--- config.mk ---
export PLATFORM = sky130hd
export DESIGN_NAME = fmsc_fault_reg
export DESIGN_NICKNAME = d
export VERILOG_FILES = /design/src/shared/fmsc_pkg.sv /design/src/fmsc_fault_reg.sv
export SDC_FILE = /design/constraint.sdc
export NUM_CORES = 1
export LEC_CHECK = 0
export BUFFER_PORTS_ARGS = -buffer_cell sky130_fd_sc_hd__buf_4
export CAP_MARGIN = 40
export CORE_ASPECT_RATIO = 1.5
export CORE_MARGIN = 2
export CORE_UTILIZATION = 30
export CTS_CLUSTER_DIAMETER = 40
export DETAILED_ROUTE_END_ITERATION = 7
export MAX_ROUTING_LAYER = met4
export PLACE_DENSITY_LB_ADDON = 0.15
export SLEW_MARGIN = 15
export SYNTH_ARGS = -nofsm -noshare
export SYNTH_HDL_FRONTEND = slang
export SYNTH_SLANG_ARGS = --single-unit
--- constraint.sdc ---
create_clock -name i_sys_clk -period 4.75 [get_ports i_sys_clk]
set_input_delay 0.2375 -clock i_sys_clk [delete_from_list [all_inputs] [get_ports i_sys_clk]]
set_output_delay 0.2375 -clock i_sys_clk [all_outputs]
set_load 0.005 [all_outputs]
--- src/shared/fmsc_pkg.sv ---
// Purpose: constants for the fault monitor status and control register
// Assumes: one 16-bit register on a simple parallel register port
// Notes:   bit positions, masks, reset value and timing counts live here

package fmsc_pkg;

    // ------------------------------------------------------------
    // register map
    // ------------------------------------------------------------
    localparam logic [7:0] FMSC_ADDR_FAULT = 8'h0e; // fault_alarm_status_control
    localparam logic [15:0] FMSC_RST_VAL = 16'h0000; // everything clear at reset
    localparam logic [15:0] FMSC_RW_MASK = 16'hff2c; // masks plus unused storage bits

    // ------------------------------------------------------------
    // field positions
    // ------------------------------------------------------------
    localparam int FMSC_B_PUV_MASK = 15; // pump_undervolt_alarm_mask
    localparam int FMSC_B_HB_MASK = 14; // heartbeat_alarm_mask
    localparam int FMSC_B_REF_MASK = 12; // refpin_open_alarm_mask
    localparam int FMSC_B_VDD_MASK = 9; // logic_supply_open_alarm_mask
    localparam int FMSC_B_GND_MASK = 8; // logic_ground_open_alarm_mask
    localparam int FMSC_B_PUV_ALRT = 7; // pump_undervolt_alert
    localparam int FMSC_B_HB_ALRT = 6; // heartbeat_freq_alert
    localparam int FMSC_B_REF_ALRT = 4; // refpin_oscillation_alert
    localparam int FMSC_B_VDD_ALRT = 1; // logic_supply_open_alert
    localparam int FMSC_B_GND_ALRT = 0; // logic_ground_open_alert

    // ------------------------------------------------------------
    // timing
    // ------------------------------------------------------------
    localparam int FMSC_CLK_NS = 100; // system clock period
    localparam int FMSC_HB_NOM_NS = 61035; // two periods of the 32.768 kHz clock
    // tolerance 12.5 %: frequency band 7/8..9/8 of nominal, so period 8/9..8/7
    localparam int FMSC_HB_MIN_CYC = (FMSC_HB_NOM_NS * 8 + 9 * FMSC_CLK_NS - 1)
                                     / (9 * FMSC_CLK_NS);
    localparam int FMSC_HB_MAX_CYC = (FMSC_HB_NOM_NS * 8) / (7 * FMSC_CLK_NS);
    localparam int FMSC_REF_WIN_LS = 4; // low-speed periods per counting window
    localparam int FMSC_REF_HITS = 4; // rising ref transitions that flag

endpackage : fmsc_pkg

--- src/fmsc_fault_reg.sv ---
// Purpose: fault status and control register with alarm masking
// Assumes: all inputs synchronous to i_sys_clk; 10 MHz clock
// Notes:   alerts are sticky, cleared by writing 0; set beats clear

`timescale 1ns/1ps

module fmsc_fault_reg #(
    parameter int HB_CNT_W = 10 // heartbeat period counter width
) (
    // clock and reset
    input wire logic i_sys_clk,
    input wire logic i_rst_n,
    // register port
    input wire logic [7:0] i_reg_addr,
    input wire logic i_reg_wr,
    input wire logic i_reg_rd,
    input wire logic [15:0] i_reg_wdata,
    output logic [15:0] o_reg_rdata_r,
    output logic o_reg_rvalid_r,
    // fault detector inputs
    input wire logic i_pump_undervolt,
    input wire logic i_logic_supply_open,
    input wire logic i_logic_ground_open,
    input wire logic i_reset_status_flag,
    input wire logic i_heartbeat,
    // converter and reference pin
    input wire logic i_scan_start,
    input wire logic i_adc_busy,
    input wire logic i_adc_strobe,
    input wire logic i_lsclk,
    input wire logic i_ref_pin,
    // alarm
    output logic o_alarm_r
);
    import fmsc_pkg::*;

    // ------------------------------------------------------------
    // elaboration check
    // ------------------------------------------------------------
    if ((2 ** HB_CNT_W) <= FMSC_HB_MAX_CYC + 1) begin : g_bad_w
        $error("HB_CNT_W too small for heartbeat period");
    end

    localparam logic [HB_CNT_W-1:0] HB_MIN = HB_CNT_W'(FMSC_HB_MIN_CYC);
    localparam logic [HB_CNT_W-1:0] HB_MAX = HB_CNT_W'(FMSC_HB_MAX_CYC);
    localparam logic [2:0] WIN_LEN = 3'(FMSC_REF_WIN_LS);
    localparam logic [2:0] REF_HITS = 3'(FMSC_REF_HITS);

    // ------------------------------------------------------------
    // declarations
    // ------------------------------------------------------------
    logic [15:0] ctl_r; // mask and unused storage bits
    logic [4:0] alert_r; // {puv, hb, ref, vdd, gnd}
    logic [4:0] alert_nxt; // next alert value
    logic [4:0] set_vec; // detector set requests
    logic [4:0] clr_vec; // software clear requests
    logic [4:0] mask_vec; // masks in alert order
    logic [15:0] rd_word; // assembled read value
    logic sel; // register selected
    logic wr_hit; // write to this register
    logic hb_prev_r; // heartbeat last sample
    logic hb_seen_r; // first heartbeat edge seen
    logic [HB_CNT_W-1:0] hb_cnt_r; // cycles since last heartbeat edge
    logic hb_err; // heartbeat period out of band
    logic ref_armed_r; // valid scan started
    logic busy_prev_r; // converter busy last cycle
    logic win_r; // counting window open
    logic [2:0] win_cnt_r; // low-speed edges in window
    logic [2:0] ref_cnt_r; // ref rising edges in window
    logic ls_prev_r; // low-speed clock last sample
    logic ref_prev_r; // ref pin last sample
    logic ls_rise; // low-speed rising edge
    logic ref_rise; // ref pin rising edge
    logic ref_hit; // fourth ref edge in window

    // ------------------------------------------------------------
    // decode and read assembly
    // ------------------------------------------------------------
    assign sel = (i_reg_addr == FMSC_ADDR_FAULT);
    assign wr_hit = sel && i_reg_wr;
    assign mask_vec = {ctl_r[FMSC_B_PUV_MASK], ctl_r[FMSC_B_HB_MASK],
                       ctl_r[FMSC_B_REF_MASK], ctl_r[FMSC_B_VDD_MASK],
                       ctl_r[FMSC_B_GND_MASK]};

    always_comb begin
        rd_word = ctl_r & FMSC_RW_MASK;
        rd_word[FMSC_B_PUV_ALRT] = alert_r[4];
        rd_word[FMSC_B_HB_ALRT] = alert_r[3];
        rd_word[FMSC_B_REF_ALRT] = alert_r[2];
        rd_word[FMSC_B_VDD_ALRT] = alert_r[1];
        rd_word[FMSC_B_GND_ALRT] = alert_r[0];
    end

    // ------------------------------------------------------------
    // software storage bits
    // ------------------------------------------------------------
    // masks and unused bits take the written value directly
    always_ff @(posedge i_sys_clk) begin
        if (!i_rst_n) begin
            ctl_r <= FMSC_RST_VAL;
        end else if (wr_hit) begin
            ctl_r <= i_reg_wdata & FMSC_RW_MASK;
        end
    end

    // read data registered, unmapped address reads zero
    always_ff @(posedge i_sys_clk) begin
        if (!i_rst_n) begin
            o_reg_rdata_r <= 16'h0000;
            o_reg_rvalid_r <= 1'b0;
        end else begin
            o_reg_rvalid_r <= i_reg_rd;
            o_reg_rdata_r <= (i_reg_rd && sel) ? rd_word : 16'h0000;
        end
    end

    // ------------------------------------------------------------
    // heartbeat period check
    // ------------------------------------------------------------
    // measured between rising edges; a stalled heartbeat overruns max
    assign hb_err = hb_seen_r && (((i_heartbeat && !hb_prev_r) && (hb_cnt_r < HB_MIN))
                    || (hb_cnt_r > HB_MAX));

    always_ff @(posedge i_sys_clk) begin
        if (!i_rst_n) begin
            hb_prev_r <= 1'b0;
            hb_seen_r <= 1'b0;
            hb_cnt_r <= '0;
        end else begin
            hb_prev_r <= i_heartbeat;
            if (i_heartbeat && !hb_prev_r) begin
                hb_seen_r <= 1'b1;
                hb_cnt_r <= HB_CNT_W'(1);
            end else if (hb_cnt_r <= HB_MAX) begin
                hb_cnt_r <= hb_cnt_r + HB_CNT_W'(1); // saturate just past max
            end
        end
    end

    // ------------------------------------------------------------
    // reference pin oscillation check
    // ------------------------------------------------------------
    assign ls_rise = i_lsclk && !ls_prev_r;
    assign ref_rise = i_ref_pin && !ref_prev_r;
    // the edge that reaches the count flags at once
    assign ref_hit = win_r && ref_rise && (ref_cnt_r == REF_HITS - 3'd1);

    // armed only by a start that the converter accepts
    always_ff @(posedge i_sys_clk) begin
        if (!i_rst_n) begin
            ref_armed_r <= 1'b0;
            busy_prev_r <= 1'b0;
        end else begin
            busy_prev_r <= i_adc_busy;
            if (i_scan_start && !i_adc_busy) begin
                ref_armed_r <= 1'b1;
            end else if (busy_prev_r && !i_adc_busy) begin
                ref_armed_r <= 1'b0; // scan finished
            end
        end
    end

    // window opened by each strobe while armed, closed after four low-speed periods
    always_ff @(posedge i_sys_clk) begin
        if (!i_rst_n) begin
            win_r <= 1'b0;
            win_cnt_r <= 3'd0;
            ref_cnt_r <= 3'd0;
            ls_prev_r <= 1'b0;
            ref_prev_r <= 1'b0;
        end else begin
            ls_prev_r <= i_lsclk;
            ref_prev_r <= i_ref_pin;
            if (i_adc_strobe && ref_armed_r) begin
                win_r <= 1'b1;
                win_cnt_r <= 3'd0;
                ref_cnt_r <= 3'd0;
            end else if (win_r) begin
                if (ls_rise) begin
                    win_cnt_r <= win_cnt_r + 3'd1;
                    if (win_cnt_r == WIN_LEN - 3'd1) begin
                        win_r <= 1'b0;
                    end
                end
                if (ref_rise && ref_cnt_r != REF_HITS) begin
                    ref_cnt_r <= ref_cnt_r + 3'd1;
                end
            end
        end
    end

    // ------------------------------------------------------------
    // sticky alerts
    // ------------------------------------------------------------
    // the reference alert is not held off by the reset-status flag
    assign set_vec = {i_pump_undervolt && !i_reset_status_flag,
                      hb_err && !i_reset_status_flag,
                      ref_hit,
                      i_logic_supply_open && !i_reset_status_flag,
                      i_logic_ground_open && !i_reset_status_flag};
    assign clr_vec = {5{wr_hit}} & ~{i_reg_wdata[FMSC_B_PUV_ALRT],
                     i_reg_wdata[FMSC_B_HB_ALRT], i_reg_wdata[FMSC_B_REF_ALRT],
                     i_reg_wdata[FMSC_B_VDD_ALRT], i_reg_wdata[FMSC_B_GND_ALRT]};

    for (genvar gi = 0; gi < 5; gi++) begin : g_alert
        // a detector set in the clearing cycle wins over the clear
        assign alert_nxt[gi] = set_vec[gi] || (alert_r[gi] && !clr_vec[gi]);

        always_ff @(posedge i_sys_clk) begin
            if (!i_rst_n) begin
                alert_r[gi] <= 1'b0;
            end else begin
                alert_r[gi] <= alert_nxt[gi];
            end
        end
    end

    // ------------------------------------------------------------
    // alarm output
    // ------------------------------------------------------------
    // registered for a clean pin; lags the alert bits by one cycle
    always_ff @(posedge i_sys_clk) begin
        if (!i_rst_n) begin
            o_alarm_r <= 1'b0;
        end else begin
            o_alarm_r <= |(alert_r & mask_vec);
        end
    end

    // ------------------------------------------------------------
    // assertions
    // ------------------------------------------------------------
    a_alarm_masked_or: assert property (@(posedge i_sys_clk) disable iff (!i_rst_n)
        ##1 o_alarm_r == |($past(alert_r) & $past(mask_vec)))
        else $error("alarm differs from masked alerts");

    a_puv_mask_gate: assert property (@(posedge i_sys_clk) disable iff (!i_rst_n)
        (alert_r[4] && ctl_r[FMSC_B_PUV_MASK]) |=> o_alarm_r)
        else $error("pump undervolt alert did not raise alarm");

    a_hb_mask_gate: assert property (@(posedge i_sys_clk) disable iff (!i_rst_n)
        (alert_r[3] && ctl_r[FMSC_B_HB_MASK]) |=> o_alarm_r)
        else $error("heartbeat alert did not raise alarm");

    a_alarm_quiet_masks: assert property (@(posedge i_sys_clk) disable iff (!i_rst_n)
        ((alert_r & mask_vec) == 5'd0) |=> !o_alarm_r)
        else $error("alarm raised with every alert masked");

    a_hold_reset_status: assert property (@(posedge i_sys_clk) disable iff (!i_rst_n)
        (i_reset_status_flag && !alert_r[0] && !alert_r[1]) |=> (!alert_r[0] && !alert_r[1]))
        else $error("logic pin alert set while reset status high");

    a_one_write_keeps: assert property (@(posedge i_sys_clk) disable iff (!i_rst_n)
        (wr_hit && alert_r[4] && i_reg_wdata[FMSC_B_PUV_ALRT]) |=> alert_r[4])
        else $error("writing 1 changed pump alert");

    a_zero_write_clears: assert property (@(posedge i_sys_clk) disable iff (!i_rst_n)
        (wr_hit && !i_reg_wdata[FMSC_B_GND_ALRT] && !set_vec[0]) |=> !alert_r[0])
        else $error("writing 0 did not clear ground alert");

    a_alert_sticky: assert property (@(posedge i_sys_clk) disable iff (!i_rst_n)
        (alert_r[1] && !(wr_hit && !i_reg_wdata[FMSC_B_VDD_ALRT])) |=> alert_r[1])
        else $error("supply alert dropped without a clear");

    a_unused_readback: assert property (@(posedge i_sys_clk) disable iff (!i_rst_n)
        wr_hit ##1 (i_reg_rd && sel && !wr_hit) |=>
        ((o_reg_rdata_r & 16'h2c2c) == ($past(i_reg_wdata, 2) & 16'h2c2c)))
        else $error("unused bits did not read back");

    a_ref_needs_window: assert property (@(posedge i_sys_clk) disable iff (!i_rst_n)
        (!alert_r[2] && !win_r) |=> !alert_r[2])
        else $error("ref alert set with no counting window");

    a_busy_start_ignored: assert property (@(posedge i_sys_clk) disable iff (!i_rst_n)
        (!ref_armed_r && i_scan_start && i_adc_busy) |=> !ref_armed_r)
        else $error("busy scan start armed the ref check");

    a_window_bounded: assert property (@(posedge i_sys_clk) disable iff (!i_rst_n)
        (win_r && ls_rise && win_cnt_r == WIN_LEN - 3'd1 && !i_adc_strobe) |=> !win_r)
        else $error("window outlived four low-speed periods");

    a_hb_stall_flags: assert property (@(posedge i_sys_clk) disable iff (!i_rst_n)
        (hb_seen_r && hb_cnt_r > HB_MAX && !i_reset_status_flag) |=> alert_r[3])
        else $error("stalled heartbeat not flagged");

endmodule : fmsc_fault_reg

Yosys cells after proc, flatten, opt, wreduce, memory -nomap -nowiden
Index checks and enable logic that the tools add are counted.

Add/subtract/negate cells: 3. $lt $le $gt $ge: 3. Equal/unequal tests: 4. Mux-type cells: 8. Bitwise logic cells: 4. Reduce and logical (&&, ||, !) cells: 46.

Operator list (count): $logic_and 1x1->1 (22); $add 10x1->10 const B (1); $and 5x5->5 (2); $gt 10x10->1 const B (1); $le 10x10->1 const B (1); $logic_not 1->1 (10); $lt 10x10->1 const B (1); $eq 8x4->1 const B (1); $mux 1 (8); $add 3x1->3 const B (2); $eq 3x2->1 const B (2); $logic_or 1x1->1 (6); $reduce_and 2->1 (3); $not 5->5 (1); $reduce_or 5->1 (1); $reduce_bool 2->1 (2); $reduce_or 2->1 (2); $ne 3x3->1 const B (1); $not 1->1 (1).

Flip-flop bits (word level): 57. Output and inout bits: 18. Logic and storage cells: 88.

Depth between registers and ports, before layout
Word-level depth: 7. Gate-level depth with buffers: 7. Mapped depth without buffers: 6.

Worst setup path after synthesis
OpenSTA, ideal clock, no wires.

Path type: reg-to-reg. From: register hb_cnt_r[0]. To: register hb_cnt_r[4]. Library setup time: 0.070 ns. Arrival: 1.511 ns. Slack: 3.169 ns. Stages on the path, launching flop included: 8. Period minus slack after synthesis: 1.581 ns. Path through: dfxtp_1 > inv_1 > ha_1 > nand2b_4 > and3_4 > buf_6 > or4_1 > a21oi_1.

Word-level cells in the longest chain between the ends: 1.

Ends and longest elaborated chain: start, declared (RTL line fmsc_fault_reg.sv:63) `logic [HB_CNT_W-1:0] hb_cnt_r;`; start signal, assigned (RTL line fmsc_fault_reg.sv:135) `hb_cnt_r <= hb_cnt_r + HB_CNT_W'(1);`; $add 10x1->10 / $le 10x10->1 (equally long branches) (RTL line fmsc_fault_reg.sv:135, fmsc_fault_reg.sv:134).

Parallel ways exist; a longest one is shown, timed or not. A chain may end at the register's enable or synchronous reset.

Final worst setup path
From: input port i_reg_addr[5]. To: register alert_r[2].

Word-level cells in the longest chain between the ends: 6.

Ends and longest elaborated chain: start, declared (RTL line fmsc_fault_reg.sv:14) `input wire logic [7:0] i_reg_addr,`; $eq 8x4->1 (RTL line fmsc_fault_reg.sv:79) `assign sel = (i_reg_addr == FMSC_ADDR_FAULT);`; $logic_and 1x1->1 (RTL line fmsc_fault_reg.sv:80) `assign wr_hit = sel && i_reg_wr;`; $and 5x5->5 (RTL line fmsc_fault_reg.sv:201) `assign clr_vec = {5{wr_hit}} & ~{i_reg_wdata[FMSC_B_PUV_ALRT],`; $logic_not 1->1 (RTL line fmsc_fault_reg.sv:207) `assign alert_nxt[gi] = set_vec[gi] || (alert_r[gi] && !clr_vec[gi]);`; $logic_and 1x1->1 (RTL line fmsc_fault_reg.sv:207); $logic_or 1x1->1 (RTL line fmsc_fault_reg.sv:207); end signal, assigned by index (RTL line fmsc_fault_reg.sv:213) `alert_r[gi] <= alert_nxt[gi];`; end, declared (RTL line fmsc_fault_reg.sv:53) `logic [4:0] alert_r;`.

Every way passes these cells.

==> results.txt <==
After clock tree synthesis, the setup repair step added 0 buffers. The analysis attributes to net switching a power of 0.0002427 W. Top cell family by delay on the critical path: simple AND/OR/NAND/NOR gates. The post-synthesis cell area is 2308 µm², and the post-synthesis cell count is 239.

The buffer cell driving the clock tree root was sky130_fd_sc_hd__clkbuf_16. The global routing stage identified its most utilized layer as met2. The area share of the largest cell type after synthesis came out at 0.4943.

The flow ran to the end, and the final reports show no timing, DRC or antenna violations. The tools report the element type at the critical path end as a register. After clock tree synthesis, the flow added hold-fix buffers numbering 0. The minimum clock period after layout is 1.764 ns, and the number of nets produced by synthesis is 285. The required time of the critical path was 4.92 ns; the sequential area share after synthesis was 0.4943.

Setup repair after global routing left no endpoint under its margin. The global routing usage summed across all routing layers was 0.1356; the core area was 7564 µm². The proportion of power drawn by flip-flops and latches was 0.413; the number of nets in the final layout was 344.

Sorting the synthesized cells by area gives the leading types as sky130_fd_sc_hd__dfxtp_1 (49%), sky130_fd_sc_hd__mux2i_1 (7.4%), sky130_fd_sc_hd__and2_1 (6.2%). Fraction of power spent switching nets: 0.2032. In the synthesized netlist the dominant register cell turns out to be sky130_fd_sc_hd__dfxtp_1.

The count of buffer and inverter cells on the critical path was 1; the number of buffers inserted by port buffering was 55. For the data arrival time of the critical path, the log shows 1.94 ns. Summed over all cells, the static leakage comes to 1.373 nW.

After synthesis, the mean cell area works out to 9.659 µm². The global-route met2 utilization is 0.2197. The design draws 0.001195 W. The headroom to the max-slew limit is 0.4591. The yosys synthesis warning count was 0; the layout overhead on the synthesized area was 34.85%. The biggest area contributor in the post-synthesis netlist is sky130_fd_sc_hd__dfxtp_1. The first-pass detailed-route iteration total is 4.

The tools report the power share of the clock group as 0.538. Leaving out fill and tap cells, the most frequent cell in the layout is sky130_fd_sc_hd__dfxtp_1. The wire length per cell is 12.17 µm. For the initial antenna violation count, the log shows 0.

Detailed placement ended at an HPWL of 3675 µm. The total count of max-transition violations in the final report was 0; the worst-margin pin slew was 0.8091 ns. The run gives 0.1282 ns as the worst hold slack after final layout. The final antenna diode count is 0.

Critical path's largest stage delay: 0.68 ns. In the layout the commonest cells are sky130_fd_sc_hd__dfxtp_1 (57), sky130_fd_sc_hd__buf_4 (55), sky130_fd_sc_hd__and2_1 (23). Pin count of the biggest net entering global routing: 25. The H-tree generated during clock tree synthesis spans 3 levels. The total overflow left after global routing is 0. The number of global-route vias before repair came out at 1,845. Yosys mapped a number of flops with a built-in enable equal to 0.

Number of hold violations in the final report: 0. The floorplan die area came out at 8427 µm². The min-delay analysis places its worst path in the category in2reg. The signal on the critical path passes through buf_4 > nor4_1 > nand3_1 > o21ai_0 > a21oi_1.

Measured along the x axis, the die boundary spans 75.63 µm. With fillers left out, the area of the finished cells amounts to 3113 µm². Clock latency on the worst-skew pair, taken at its later pin, is 0.32 ns.

The floorplan has 39 rows. TritonCTS built the clock tree. The placer congestion estimate is 0.8333, and the clock-pin slew reported for the worst setup and hold paths after clock tree synthesis is 0.05 ns. The global-route track usage on met3 was 0.04163; the share of synthesized flip-flops with an asynchronous set or reset was 0.

The tools report the met1 usage as 0.1415. Category of the worst setup path launch point: an input pin. On the critical path, the stage with the largest delay is an instance of sky130_fd_sc_hd__nand3_1.

Summed over all failing endpoints, the final setup total negative slack is 0 ns. Derived from the worst setup path, the maximum achievable clock frequency is 0.5669 GHz. Once detail routing completed, the nets flagged for antenna violations numbered 0.

Count of clock tree sinks: 57. The number of synthesized register bits works out to 57. For this block, the routed nets add up to 4928 µm of wire.

After detailed routing, the number of vias per cell comes to 4.578. Setup violations remaining at the end of the flow were counted as 0. Of all nets on the critical path, the largest fanout is 15.

The residual DRC count came out at 0. The period utilization was 0.3713; the number of top-level pins was 56. Dividing total power by cell area gives a power density of 383.7 nW/µm². The run gives 0 as the number of cells upsized or downsized after cts. For the combinational fraction of design power, the log shows 0.049.

From bottom edge to top edge, the die measures 111.4 µm. For the initial core utilization, the log shows 0.3052. Peak supply drop: 0.2402 mV.

The ratio of cells with drive above 1 in the final layout came out at 0.2574. Cell internal power was estimated by the tool at 0.0009518 W. Counting along the longest clock path gives a buffer depth of 2. The tool flagged a number of max-cap violations equal to 0. The run gives 2806 µm² as the placement-stage cell area.

The number of clock buffers inserted by TritonCTS is 9, and the setup skew after layout is 0.003011 ns. The first global-routing pass estimated 8335 µm of wire. Yosys mapped the design onto 46 distinct sky130hd cell types. The first routing iteration left 60 violations.

Type of the worst setup path: in2reg. For this block, the via count after detailed routing is 1,854.
logic make-up after synthesis:
family / count (synthesis) / synth area share
adders and majority gates: 8 / 0.04336
xor gates and xnor gates: 3 / 0.01138
AOI/OAI and AO/OA: 38 / 0.1030
buffers and inverters: 19 / 0.03793
DFF: 57 / 0.4943
and+or+nand+nor: 97 / 0.2363
muxes: 17 / 0.07371
final timing paths:
kind | cells after the start | slack [ns] | start | to
worst min-delay path | 2 | 0.13 | i_lsclk | ls_prev_r
worst min register to register | 1 | 0.45 | ctl_r[13] | o_reg_rdata_r[13]
worst max-delay path | 5 | 2.99 | i_reg_addr[5] | alert_r[2]
worst max register to register | 6 | 3.13 | hb_cnt_r[0] | hb_cnt_r[4]
registers in the layout (all words and copies together), names as in the netlist, 3 cells and up:
signal and cells:
o_reg_rdata_r 16, ctl_r 11, ref_cnt_r 3, alert_r 5, win_cnt_r 3, hb_cnt_r 10
cell usage after synthesis, drive strengths merged (2+ instances only):
master	number
a21oi	14
a41o	2
o21a	2
nor2	22
buf	3
nand2	14
ha	8
or3	4
and2	23
mux2i	17
nand3	5
inv	12
nor3	2
nor4	3
o21ai	10
clkbuf	4
nand4	3
nor2b	2
dfxtp	57
xnor2	2
nand2b	6
nand4b	2
and3	4
worst register-to-register path: stages, from the launching register on:
cell and delay, ns:
sky130_fd_sc_hd__dfxtp_1 0.36, sky130_fd_sc_hd__inv_1 0.10, sky130_fd_sc_hd__ha_1 0.20, sky130_fd_sc_hd__nand2b_4 0.06, sky130_fd_sc_hd__and3_4 0.21, sky130_fd_sc_hd__or4_1 0.46
sky130_fd_sc_hd__a21oi_1 0.16
metal layers:
metal  share of wire  up-vias  routed length (µm)
met5               0        -                   0
li1                -      948                   -
met1            0.39      838                1917
met3           0.068       11                 335
met4           0.027        0                 133
met2            0.52       57                2541
cell type report:
type                       instances  area [µm²]
clock buffer                      11       252.7
clock inverter                     5       53.80
fill                             750        4451
inverter                          12       45.04
multi-input combinational        163        1080
sequential                        57        1141
tap                              102       127.6
timing repair buffer              55       412.9
metrics by stage:
| step | std cells | setup WS [ns] | utilization |
|---|---|---|---|
| 6_report | 405 | 2.986 | 0.4116 |
| 3_3_place_gp | 389 | 2.693 | 0.3711 |
| 4_1_cts | 405 | 2.944 | 0.4116 |
| 2_1_floorplan | 239 | 3.169 | - |
| 3_5_place_dp | 389 | 2.607 | 0.3711 |
| 5_1_grt | 405 | 2.659 | 0.4116 |
power by group through the flow:
| stage | Sequential (W) | Clock [W] | Combinational [W] |
|---|---|---|---|
| after floorplan | 0.000501 | 0 | 0.0000284 |
| after global placement | 0.000503 | 0 | 0.0000603 |
| after detailed placement | 0.000503 | 0 | 0.0000600 |
| after CTS | 0.000493 | 0.000659 | 0.0000604 |
| after global routing | 0.000494 | 0.000681 | 0.0000664 |
| final | 0.000493 | 0.000643 | 0.0000588 |
No activity file was read; power rests on OpenSTA's default activity.
